File: src/pkg/rdsm_defs.vh
// Constants for the receive detector, scrambler and meter block.
// Assumes an 8-bit register port and one symbol-rate strobe on the system clock.
`ifndef RDSM_DEFS_VH
`define RDSM_DEFS_VH

// --------------------------------------------------------------------------
// Register offsets
// --------------------------------------------------------------------------
`define RDSM_OFS_INTERVAL_LO 8'h18
`define RDSM_OFS_INTERVAL_HI 8'h19
`define RDSM_OFS_LOCK_THRESH 8'h2e
`define RDSM_OFS_ALARM_LIM_LO 8'h34
`define RDSM_OFS_ALARM_LIM_HI 8'h35
`define RDSM_OFS_ERR_RATE_HI 8'h40
`define RDSM_OFS_ERR_RATE_LO 8'h4c
`define RDSM_OFS_INNER_COUNT 8'h4e
`define RDSM_OFS_NOISE_LO 8'h50
`define RDSM_OFS_NOISE_HI 8'h51

// --------------------------------------------------------------------------
// Reset values
// --------------------------------------------------------------------------
`define RDSM_RST_INTERVAL 16'hffff
`define RDSM_RST_LOCK_THRESH 8'h60
`define RDSM_RST_ALARM_LIM 16'hffff

// --------------------------------------------------------------------------
// Shift register and lock sequence
// --------------------------------------------------------------------------
`define RDSM_LFSR_LEN 23
`define RDSM_TAP_SHORT 4
`define RDSM_TAP_CO 4
`define RDSM_TAP_RT 17
`define RDSM_TAP_LONG 22
`define RDSM_DESC_BITS 8'h17
`define RDSM_SCR_BITS 8'h7f
`define RDSM_SYNC_WINDOW 8'h80

// --------------------------------------------------------------------------
// Symbol codes as sign and magnitude bits
// --------------------------------------------------------------------------
`define RDSM_SYM_NEG3 2'h0
`define RDSM_SYM_NEG1 2'h1
`define RDSM_SYM_POS1 2'h3
`define RDSM_SYM_POS3 2'h2

`endif

File: src/core/rdsm_detector.v
// Detector support: peak picker, error outputs, scrambler with lock sequence, sync detector
// and meters. Assumes all inputs come from logic on i_sys_clk, one sample per i_sym_valid.
//
// How it works
// [RULE_01] Peak picker: local max is +3, min is -3.
// [RULE_02] No peak: slicer decision passes through.
// [RULE_03] Picker active in two-level startup, echo-free input.
// [RULE_04] Two 16-bit errors: slicer and equalizer.
// [RULE_05] 23-stage shift register, scrambler or descrambler.
// [RULE_06] Feedback tap set by office or remote role.
// [RULE_07] Descrambler input is detected symbol bits.
// [RULE_08] Two-level: -3 gives 0, +3 gives 1.
// [RULE_09] Four-level: sign then magnitude bit per symbol.
// [RULE_10] Advance once per symbol two-level, twice four-level.
// [RULE_11] Locked scrambler runs with input forced to ones.
// [RULE_12] Lock request bit starts; sequence runs until cleared.
// [RULE_13] Descramble 23 bits, scramble 127, retry without sync.
// [RULE_14] On lock raise sync event, stay scrambling.
// [RULE_15] Sync detector counts agreements over 128 comparisons.
// [RULE_16] Count above threshold declares lock, sets sync flag.
// [RULE_17] Error counter: ones descrambling, agreements scrambling.
// [RULE_18] Error counter saturates 16 bits, stored per interval.
// [RULE_19] Error, inner and noise meters share the two-byte measurement interval.
// [RULE_20] Inner symbol counter, saturating, top byte stored.
// [RULE_21] Noise meter: 32-bit abs error, top half stored.
// [RULE_22] Alarm meter on own timer, compare with limit.
// [RULE_23] Two-level slicer threshold fixed at zero.
// [RULE_24] Low byte read latches matching high byte.
// [RULE_25] Taps 5 and 23 office, 18 and 23 remote.
`include "rdsm_defs.vh"

module rdsm_detector (
  input wire i_sys_clk,
  input wire i_rstn,
  input wire i_ce,
  input wire i_sym_valid,
  input wire [15:0] i_eq_sample,
  input wire [15:0] i_ec_sample,
  input wire [15:0] i_cursor_level,
  input wire i_four_level,
  input wire i_two_level_startup,
  input wire i_central_office,
  input wire i_scramble_mode,
  input wire i_lock_request,
  input wire [15:0] i_alarm_period,
  input wire [7:0] i_reg_addr,
  input wire [7:0] i_reg_wdata,
  input wire i_reg_wr,
  input wire i_reg_rd,
  output reg [7:0] o_reg_rdata,
  output reg [1:0] o_symbol,
  output reg o_symbol_valid,
  output reg [15:0] o_slicer_err,
  output reg [15:0] o_eq_err,
  output reg o_sync_event,
  output reg o_alarm_event,
  output reg o_locked,
  output reg o_lfsr_scrambling
);

  // --------------------------------------------------------------------------
  // Functions
  // --------------------------------------------------------------------------
  function [15:0] ideal_level;
    input [1:0] sym;
    input [15:0] cur;
    reg [15:0] mag;
    begin
      mag = sym[0] ? (cur / 16'h0003) : cur;
      ideal_level = sym[1] ? mag : (16'h0000 - mag);
    end
  endfunction

  // Returns {output bit, next state}.
  function [23:0] lfsr_step;
    input [22:0] s;
    input co;
    input scr;
    input din;
    reg tap;
    reg ob;
    begin
      tap = s[`RDSM_TAP_LONG] ^ (co ? s[`RDSM_TAP_CO] : s[`RDSM_TAP_RT]); // RULE_06 RULE_25
      ob = scr ? (1'b1 ^ tap) : (din ^ tap); // RULE_11
      lfsr_step = {ob, s[21:0], (scr ? ob : din)}; // RULE_05 RULE_07
    end
  endfunction

  // --------------------------------------------------------------------------
  // Slicer and peak picker
  // --------------------------------------------------------------------------
  wire [15:0] abs_x = i_eq_sample[15] ? (16'h0000 - i_eq_sample) : i_eq_sample;
  wire [17:0] three_x = {2'h0, abs_x} + {1'b0, abs_x, 1'b0};
  wire [17:0] two_c = {1'b0, i_cursor_level, 1'b0};
  wire slc_outer = ~i_four_level | (three_x > two_c); // RULE_23
  wire [1:0] slc_sym = {~i_eq_sample[15], ~slc_outer};

  reg [15:0] ec0_q, ec1_q, x1_q;
  reg [1:0] slc1_q;
  reg [1:0] v_q;
  wire picker_on = i_two_level_startup & ~i_four_level;
  // The sample under test is the newest stored one, so its slicer decision and its
  // later neighbour on the input line up with the symbol that is sent out.
  wire signed [15:0] pk_mid = ec0_q;
  wire signed [15:0] pk_old = ec1_q;
  wire signed [15:0] pk_new = i_ec_sample;
  wire pk_max = (pk_mid > pk_old) && (pk_mid > pk_new);
  wire pk_min = (pk_mid < pk_old) && (pk_mid < pk_new);
  reg [1:0] det_sym;

  always @* begin
    det_sym = slc1_q; // RULE_02
    if (picker_on && v_q[1] && pk_max) begin
      det_sym = `RDSM_SYM_POS3; // RULE_01 RULE_03
    end else if (picker_on && v_q[1] && pk_min) begin
      det_sym = `RDSM_SYM_NEG3; // RULE_01 RULE_03
    end
  end

  always @(posedge i_sys_clk or negedge i_rstn) begin
    if (!i_rstn) begin
      ec0_q <= 16'h0000;
      ec1_q <= 16'h0000;
      x1_q <= 16'h0000;
      slc1_q <= 2'h0;
      v_q <= 2'h0;
      o_symbol <= 2'h0;
      o_symbol_valid <= 1'b0;
      o_slicer_err <= 16'h0000;
      o_eq_err <= 16'h0000;
    end else if (i_ce) begin
      o_symbol_valid <= 1'b0;
      if (i_sym_valid) begin
        ec1_q <= ec0_q;
        ec0_q <= i_ec_sample;
        x1_q <= i_eq_sample;
        slc1_q <= slc_sym;
        v_q <= {v_q[0], 1'b1};
        if (v_q[0]) begin
          o_symbol <= det_sym;
          o_symbol_valid <= 1'b1;
          o_slicer_err <= x1_q - ideal_level(slc1_q, i_cursor_level); // RULE_04
          o_eq_err <= x1_q - ideal_level(det_sym, i_cursor_level); // RULE_04
        end
      end
    end
  end

  // --------------------------------------------------------------------------
  // Shift register, lock sequence and sync detector
  // --------------------------------------------------------------------------
  localparam [3:0] ST_IDLE = 4'h1;
  localparam [3:0] ST_DESC = 4'h2;
  localparam [3:0] ST_SCR = 4'h4;
  localparam [3:0] ST_LOCKED = 4'h8;

  reg [3:0] st_q;
  reg [22:0] lfsr_q;
  reg [7:0] phase_cnt_q, cmp_cnt_q, agr_cnt_q;
  reg [7:0] lock_thresh_q;

  wire seq_scr = (st_q & (ST_SCR | ST_LOCKED)) != 4'h0;
  // A fresh lock request always starts in the descrambler phase, whatever the free mode.
  wire idle_scr = i_scramble_mode & ~i_lock_request;
  wire use_scr = (st_q == ST_IDLE) ? idle_scr : seq_scr; // RULE_13
  wire b_first = o_symbol[1]; // RULE_08 RULE_09
  wire b_second = o_symbol[0]; // RULE_09
  wire [1:0] sym_bits = {b_second, b_first};
  wire [22:0] run_st [0:2];
  wire [22:0] pred_st [0:2];
  wire [1:0] run_out;
  wire [1:0] pred_out;
  assign run_st[0] = lfsr_q;
  assign pred_st[0] = lfsr_q;
  genvar gi;
  generate
    for (gi = 0; gi < 2; gi = gi + 1) begin : g_bit
      wire [23:0] run_w = lfsr_step(run_st[gi], i_central_office, use_scr, sym_bits[gi]);
      wire [23:0] pred_w = lfsr_step(pred_st[gi], i_central_office, 1'b1, 1'b0);
      assign run_st[gi + 1] = run_w[22:0];
      assign pred_st[gi + 1] = pred_w[22:0];
      assign run_out[gi] = run_w[23];
      assign pred_out[gi] = pred_w[23];
    end
  endgenerate
  wire [22:0] lfsr_next = i_four_level ? run_st[2] : run_st[1]; // RULE_10
  wire [1:0] nbits = i_four_level ? 2'h2 : 2'h1;
  wire agree_a = (pred_out[0] == b_first);
  wire agree_b = i_four_level & (pred_out[1] == b_second);
  wire [1:0] agree_n = {1'b0, agree_a} + {1'b0, agree_b};
  wire ones_a = ~use_scr & run_out[0];
  wire ones_b = ~use_scr & i_four_level & run_out[1];
  wire [1:0] hit_n = use_scr ? agree_n : ({1'b0, ones_a} + {1'b0, ones_b}); // RULE_17
  wire [7:0] phase_nx = phase_cnt_q + {6'h00, nbits};
  wire [7:0] cmp_nx = cmp_cnt_q + {6'h00, nbits};
  wire [7:0] agr_nx = agr_cnt_q + {6'h00, agree_n};
  wire [7:0] agr_win = (cmp_cnt_q < `RDSM_SYNC_WINDOW) ? agr_nx : agr_cnt_q; // RULE_15

  always @(posedge i_sys_clk or negedge i_rstn) begin
    if (!i_rstn) begin
      st_q <= ST_IDLE;
      lfsr_q <= 23'h000000;
      phase_cnt_q <= 8'h00;
      cmp_cnt_q <= 8'h00;
      agr_cnt_q <= 8'h00;
      o_sync_event <= 1'b0;
      o_locked <= 1'b0;
      o_lfsr_scrambling <= 1'b0;
    end else if (i_ce) begin
      o_sync_event <= 1'b0;
      o_lfsr_scrambling <= use_scr;
      if (!i_lock_request) begin
        st_q <= ST_IDLE; // RULE_12
        o_locked <= 1'b0;
        if (o_symbol_valid) begin
          lfsr_q <= lfsr_next;
        end
      end else if (o_symbol_valid) begin
        lfsr_q <= lfsr_next;
        case (st_q)
          ST_IDLE: begin
            st_q <= ST_DESC; // RULE_12
            phase_cnt_q <= {6'h00, nbits};
          end
          ST_DESC: begin
            phase_cnt_q <= phase_nx;
            if (phase_nx >= `RDSM_DESC_BITS) begin
              st_q <= ST_SCR; // RULE_13
              phase_cnt_q <= 8'h00;
              cmp_cnt_q <= {6'h00, nbits};
              agr_cnt_q <= {6'h00, agree_n};
            end
          end
          ST_SCR: begin
            phase_cnt_q <= phase_nx;
            if (cmp_cnt_q < `RDSM_SYNC_WINDOW) begin
              cmp_cnt_q <= cmp_nx; // RULE_15
              agr_cnt_q <= agr_nx; // RULE_15
            end
            if (phase_nx >= `RDSM_SCR_BITS) begin
              phase_cnt_q <= 8'h00;
              if (agr_win > lock_thresh_q) begin
                st_q <= ST_LOCKED; // RULE_16
                o_locked <= 1'b1;
                o_sync_event <= 1'b1; // RULE_14 RULE_16
              end else begin
                st_q <= ST_DESC; // RULE_13
              end
            end
          end
          ST_LOCKED: begin
            st_q <= ST_LOCKED; // RULE_14
          end
          default: begin
            st_q <= ST_IDLE;
          end
        endcase
      end
    end
  end

  // --------------------------------------------------------------------------
  // Meters
  // --------------------------------------------------------------------------
  reg [15:0] interval_q, alarm_lim_q;
  reg [15:0] meter_tmr_q, alarm_tmr_q;
  reg [15:0] err_cnt_q, inner_cnt_q;
  reg [31:0] noise_acc_q, alarm_acc_q;
  reg [15:0] err_res_q, noise_res_q;
  reg [7:0] inner_res_q;
  wire [15:0] abs_err = o_slicer_err[15] ? (16'h0000 - o_slicer_err) : o_slicer_err;
  wire meter_end = (meter_tmr_q >= interval_q); // RULE_19
  wire alarm_end = (alarm_tmr_q >= i_alarm_period);
  wire [16:0] err_sum = {1'b0, err_cnt_q} + {15'h0000, hit_n};
  wire [15:0] err_sat = err_sum[16] ? 16'hffff : err_sum[15:0]; // RULE_18
  wire inner = o_symbol[0]; // RULE_20
  wire [15:0] inner_sat = (inner && inner_cnt_q != 16'hffff) ? inner_cnt_q + 16'h0001 : inner_cnt_q;
  wire [31:0] noise_nx = noise_acc_q + {16'h0000, abs_err}; // RULE_21
  wire [31:0] alarm_nx = alarm_acc_q + {16'h0000, abs_err}; // RULE_22

  always @(posedge i_sys_clk or negedge i_rstn) begin
    if (!i_rstn) begin
      meter_tmr_q <= 16'h0000;
      alarm_tmr_q <= 16'h0000;
      err_cnt_q <= 16'h0000;
      inner_cnt_q <= 16'h0000;
      noise_acc_q <= 32'h00000000;
      alarm_acc_q <= 32'h00000000;
      err_res_q <= 16'h0000;
      noise_res_q <= 16'h0000;
      inner_res_q <= 8'h00;
      o_alarm_event <= 1'b0;
    end else if (i_ce) begin
      o_alarm_event <= 1'b0;
      if (o_symbol_valid) begin
        if (meter_end) begin
          meter_tmr_q <= 16'h0000;
          err_res_q <= err_sat; // RULE_18
          inner_res_q <= inner_sat[15:8]; // RULE_20
          noise_res_q <= noise_nx[31:16]; // RULE_21
          err_cnt_q <= 16'h0000;
          inner_cnt_q <= 16'h0000;
          noise_acc_q <= 32'h00000000;
        end else begin
          meter_tmr_q <= meter_tmr_q + 16'h0001;
          err_cnt_q <= err_sat; // RULE_17
          inner_cnt_q <= inner_sat; // RULE_20
          noise_acc_q <= noise_nx;
        end
        if (alarm_end) begin
          alarm_tmr_q <= 16'h0000;
          alarm_acc_q <= 32'h00000000;
          o_alarm_event <= (alarm_nx[31:16] > alarm_lim_q); // RULE_22
        end else begin
          alarm_tmr_q <= alarm_tmr_q + 16'h0001;
          alarm_acc_q <= alarm_nx;
        end
      end
    end
  end

  // --------------------------------------------------------------------------
  // Register port
  // --------------------------------------------------------------------------
  reg [7:0] err_hi_latch_q, noise_hi_latch_q;
  reg [7:0] rd_mux;

  always @* begin
    case (i_reg_addr)
      `RDSM_OFS_INTERVAL_LO: rd_mux = interval_q[7:0];
      `RDSM_OFS_INTERVAL_HI: rd_mux = interval_q[15:8];
      `RDSM_OFS_LOCK_THRESH: rd_mux = lock_thresh_q;
      `RDSM_OFS_ALARM_LIM_LO: rd_mux = alarm_lim_q[7:0];
      `RDSM_OFS_ALARM_LIM_HI: rd_mux = alarm_lim_q[15:8];
      `RDSM_OFS_ERR_RATE_LO: rd_mux = err_res_q[7:0];
      `RDSM_OFS_ERR_RATE_HI: rd_mux = err_hi_latch_q; // RULE_24
      `RDSM_OFS_INNER_COUNT: rd_mux = inner_res_q;
      `RDSM_OFS_NOISE_LO: rd_mux = noise_res_q[7:0];
      `RDSM_OFS_NOISE_HI: rd_mux = noise_hi_latch_q; // RULE_24
      default: rd_mux = 8'h00;
    endcase
  end

  always @(posedge i_sys_clk or negedge i_rstn) begin
    if (!i_rstn) begin
      interval_q <= `RDSM_RST_INTERVAL;
      lock_thresh_q <= `RDSM_RST_LOCK_THRESH;
      alarm_lim_q <= `RDSM_RST_ALARM_LIM;
      err_hi_latch_q <= 8'h00;
      noise_hi_latch_q <= 8'h00;
      o_reg_rdata <= 8'h00;
    end else if (i_ce) begin
      if (i_reg_rd) begin
        o_reg_rdata <= rd_mux;
        if (i_reg_addr == `RDSM_OFS_ERR_RATE_LO) begin
          err_hi_latch_q <= err_res_q[15:8]; // RULE_24
        end
        if (i_reg_addr == `RDSM_OFS_NOISE_LO) begin
          noise_hi_latch_q <= noise_res_q[15:8]; // RULE_24
        end
      end
      if (i_reg_wr) begin
        case (i_reg_addr)
          `RDSM_OFS_INTERVAL_LO: interval_q[7:0] <= i_reg_wdata;
          `RDSM_OFS_INTERVAL_HI: interval_q[15:8] <= i_reg_wdata;
          `RDSM_OFS_LOCK_THRESH: lock_thresh_q <= i_reg_wdata;
          `RDSM_OFS_ALARM_LIM_LO: alarm_lim_q[7:0] <= i_reg_wdata;
          `RDSM_OFS_ALARM_LIM_HI: alarm_lim_q[15:8] <= i_reg_wdata;
          default: lock_thresh_q <= lock_thresh_q;
        endcase
      end
    end
  end

endmodule // rdsm_detector

File: config.mk
export PLATFORM = sky130hd
export DESIGN_NAME = rdsm_detector
export DESIGN_NICKNAME = d
export VERILOG_FILES = /design/src/core/rdsm_detector.v
export VERILOG_INCLUDE_DIRS = /design/src /design/src/pkg
export SDC_FILE = /design/constraint.sdc
export NUM_CORES = 1
export LEC_CHECK = 0
export BUFFER_PORTS_ARGS = -buffer_cell sky130_fd_sc_hd__buf_2
export CAP_MARGIN = 25
export CORE_MARGIN = 2
export CORE_UTILIZATION = 35
export DETAILED_ROUTE_END_ITERATION = 10
export GPL_ROUTABILITY_DRIVEN = 0
export HOLD_SLACK_MARGIN = 0.15
export SLEW_MARGIN = 15
export SYNTH_ARGS = -nofsm -noshare
export SYNTH_HDL_FRONTEND = slang
export SYNTH_SLANG_ARGS = --single-unit
File: constraint.sdc
create_clock -name i_sys_clk -period 9.71 [get_ports i_sys_clk]
set_input_delay 2.913 -clock i_sys_clk [delete_from_list [all_inputs] [get_ports i_sys_clk]]
set_output_delay 2.913 -clock i_sys_clk [all_outputs]
set_load 0.02 [all_outputs]
==> summary.txt <==
Floorplanning
  – Die width: 277 microns
  – I/O pins: 138
  – Rows: 100
  – Initial Util: 35.2%
  – Die Span Y: 277 microns
  – CORE AREA: 74100 sq um
  – Die area: 76800 sq um

Finish
  – Nets: 3382
  – Share of layout cells above drive strength 1: 14.6%
  – Antenna cells: 0
  – Fillers: 7452
  – Final Core Density: 39.9%
  – Design Area, Final: 29500 sq um
  – Commonest non-fill, non-tap cell in the layout: dfrtp_1
  – Most frequent cells in the layout: 339 x dfrtp_1, 333 x nand2_1, 284 x o21ai_0, 201 x ha_1, 188 x inv_1
  – Area Overhead vs Synth: 13.2%

Synth
  – Cell taking the most area after synthesis: dfrtp_1
  – Yosys top cell area share: 32.5%
  – Synth Flop Type: dfrtp_1
  – Area contributors post-synth: dfrtp_1 33%, ha_1 9.6%, o21ai_0 5.5%
  – Syn nets: 3268
  – EDFF count, synth: 0
  – Synth Register Bits: 374
  – Synth warn: 0
  – Post-Syn Area: 26100 sq um
  – Post-synth ARST share: 100%
  – Mapped Cells: 2967
  – Post-synth cell types: 102
  – Mapped Avg Cell Area: 8.80 sq um
  – Seq/Total Area, Yosys: 36.0%

Detailed routing
  – DRT Pass-1 Iters: 8
  – Avg WL per Cell: 16.5 microns
  – Drt via density: 5.29
  – 1st-iter DRT viols: 1604
  – Drt total wl: 67500 microns
  – DR vias: 21600
  – Residual DRC: 0
  – ANT nets after route: 0

Power
  – Peak VDD IR: 0.180 mV
  – Internal power: 4030 uW
  – Total chip power: 6580 uW
  – Clock power share: 25.9%
  – Switching share of power: 38.8%
  – Seq pwr share: 31.6%
  – Psw: 2550 uW
  – Power per cell area: 223 nW/um^2
  – Combinational power share: 42.4%
  – LEAKAGE: 0.0135 uW

Clock tree
  – Clk Latency, worst-skew pair: 0.58 ns
  – Num CTS Buffers: 43
  – CTS tree: built
  – H-tree levels: 2
  – Setup Buffers After CTS: 0
  – CTS Sinks: 374
  – Clock root cell: clkbuf_16
  – Clock Tree Buf Depth: 3
  – Clock Pin Slew Worst Setup and Hold Paths: 0.06 ns

Timing
  – Slew HR: 26.6%
  – Period utilization: 93.9%
  – Final worst path period need: 9.12 ns
  – Post-route clock skew: 0.0234 ns
  – PnR worst setup slack: 0.588 ns
  – Setup violations, final: 0
  – Max Clock Freq: 110 MHz
  – TNS Setup: 0 ns
  – Worst-Margin Slew: 1.09 ns
  – Final Hold Viols: 0
  – Max-slew violation count: 0

Setup path
  – Worst path slowest cell: a2111o_2
  – Family with the most delay on the worst path: compound AO/OA/AOI/OAI gates
  – CP required: 10.21 ns
  – Worst-path fanout max: 9
  – Crit path buf inv count: 5
  – CP peak stage delay: 0.53 ns
  – Worst setup EP type: register
  – Critical Path Start Type: input pin
  – CP Data Arrival Time: 9.62 ns
  – CP dominant cell by count: a21oi_1
  – Setup CP Type: in2reg

Placement
  – Dpl ws: -0.0255 ns
  – Placed cell area: 28000 sq um
  – Input/output buffers: 137
  – Hpwl dp: 49500 microns

Status
  – Run status: complete, no violations

Flow run
  – Max capacitance violation total: 0

Global route
  – First-pass GRT wire length: 110000 microns
  – Largest net degree at the start of global routing: 133
  – Gr ovfl total: 0
  – Number of global-route vias before repair: 20600
  – Total GRT Usage: 17.4%
  – Initial antenna violation count: 0

Worst hold path
  – Worst min path class: reg2reg
[cells by family (layout without fill, tap and decap cells)]
family                     after synthesis  in the layout  synth area share [%]
DFF                                    374            374                  36.0
muxes                                  109            109                  4.55
xor gates and xnor gates               203            203                  6.81
buffers and inverters                  332            480                  4.91
adders and majority gates              210            210                  10.3
AOI/OAI and AO/OA                      845            845                  21.0
and+or+nand+nor                        894            894                  16.4
[flip-flops by register name, indices dropped and copies added (netlist names), 16 cells and up]
register and count:
alarm_lim_q 16, err_cnt_q 16, meter_tmr_q 16, interval_q 16, o_slicer_err 16, x1_q 16
o_eq_err 16, noise_acc_q 32, alarm_acc_q 32, inner_cnt_q 16, noise_res_q 16, alarm_tmr_q 16
lfsr_q 23, ec1_q 16, err_res_q 16, ec0_q 16
[worst paths after layout]
kind	startpoint	endpoint	slack, ns	depth (start not counted)
worst max-delay path	i_cursor_level[13]	o_eq_err[14]	0.59	36
worst min-delay path	o_reg_rdata[5]	o_reg_rdata[5]	0.47	1
worst max register to register	o_slicer_err[0]	o_alarm_event	3.09	31
worst min register to register	o_reg_rdata[5]	o_reg_rdata[5]	0.47	1
max in group asynchronous	i_rstn	x1_q[6]	6.01	2
min in group asynchronous	i_rstn	o_reg_rdata[4]	2.40	1
[cells in the mapped netlist, types with 16 or more instances]
cell type / instances
a21oi_1: 160
nor2b_1: 30
o31ai_1: 72
xnor2_1: 131
and3_1: 42
nand2_1: 335
dfstp_2: 35
a31oi_1: 44
nor2_1: 184
a22oi_1: 16
a21o_1: 61
nand4_1: 30
o41ai_1: 17
nor3_1: 47
xor2_1: 72
o21ai_0: 287
nand2b_1: 46
mux2_2: 78
clkbuf_1: 117
dfrtp_1: 339
inv_1: 188
nand3_1: 74
mux2i_1: 31
ha_1: 201
[per-stage QoR]
step	instances	hold slack (ns)
3_5_place_dp	4003	0.459
3_3_place_gp	4001	0.455
5_1_grt	4084	0.498
6_report	4084	0.472
2_1_floorplan	2967	0.435
4_1_cts	4082	0.474
[power groups by stage]
stage | Clock, uW | Sequential [uW] | Combinational, uW
6_report | 1710 | 2080 | 2790
5_1_grt | 1830 | 2130 | 3180
4_1_cts | 1750 | 2080 | 2810
3_5_place_dp | 0 | 2110 | 2790
3_3_place_gp | 0 | 2100 | 2770
2_1_floorplan | 0 | 2090 | 2020
[layer usage]
layer,up-vias,GRT usage (%),wire length [microns]
li1,10900,-,-
met3,90,3.13,3580
met1,10200,24.5,32400
met5,-,0,0
met4,0,4.03,1340
met2,441,27.7,30100
[final cells by class]
class                      instances  area (sq um)  area share [%]
timing repair buffer             211          1270            4.29
clock inverter                    14           166           0.563
clock buffer                      65          1320            4.47
tap                              969          1210            4.10
inverter                         190           713            2.41
multi-input combinational       2261         15500            52.3
sequential                       374          9400            31.8
[timing repair]
action | 4_1_cts | 5_1_grt
hold buffers | 0 | 0
gates resized for setup | 0 | 8
endpoints found under the setup margin | 0 | 4
hold endpoints to repair | 0 | 0
Note: power is estimated with default switching activity, not from simulation.
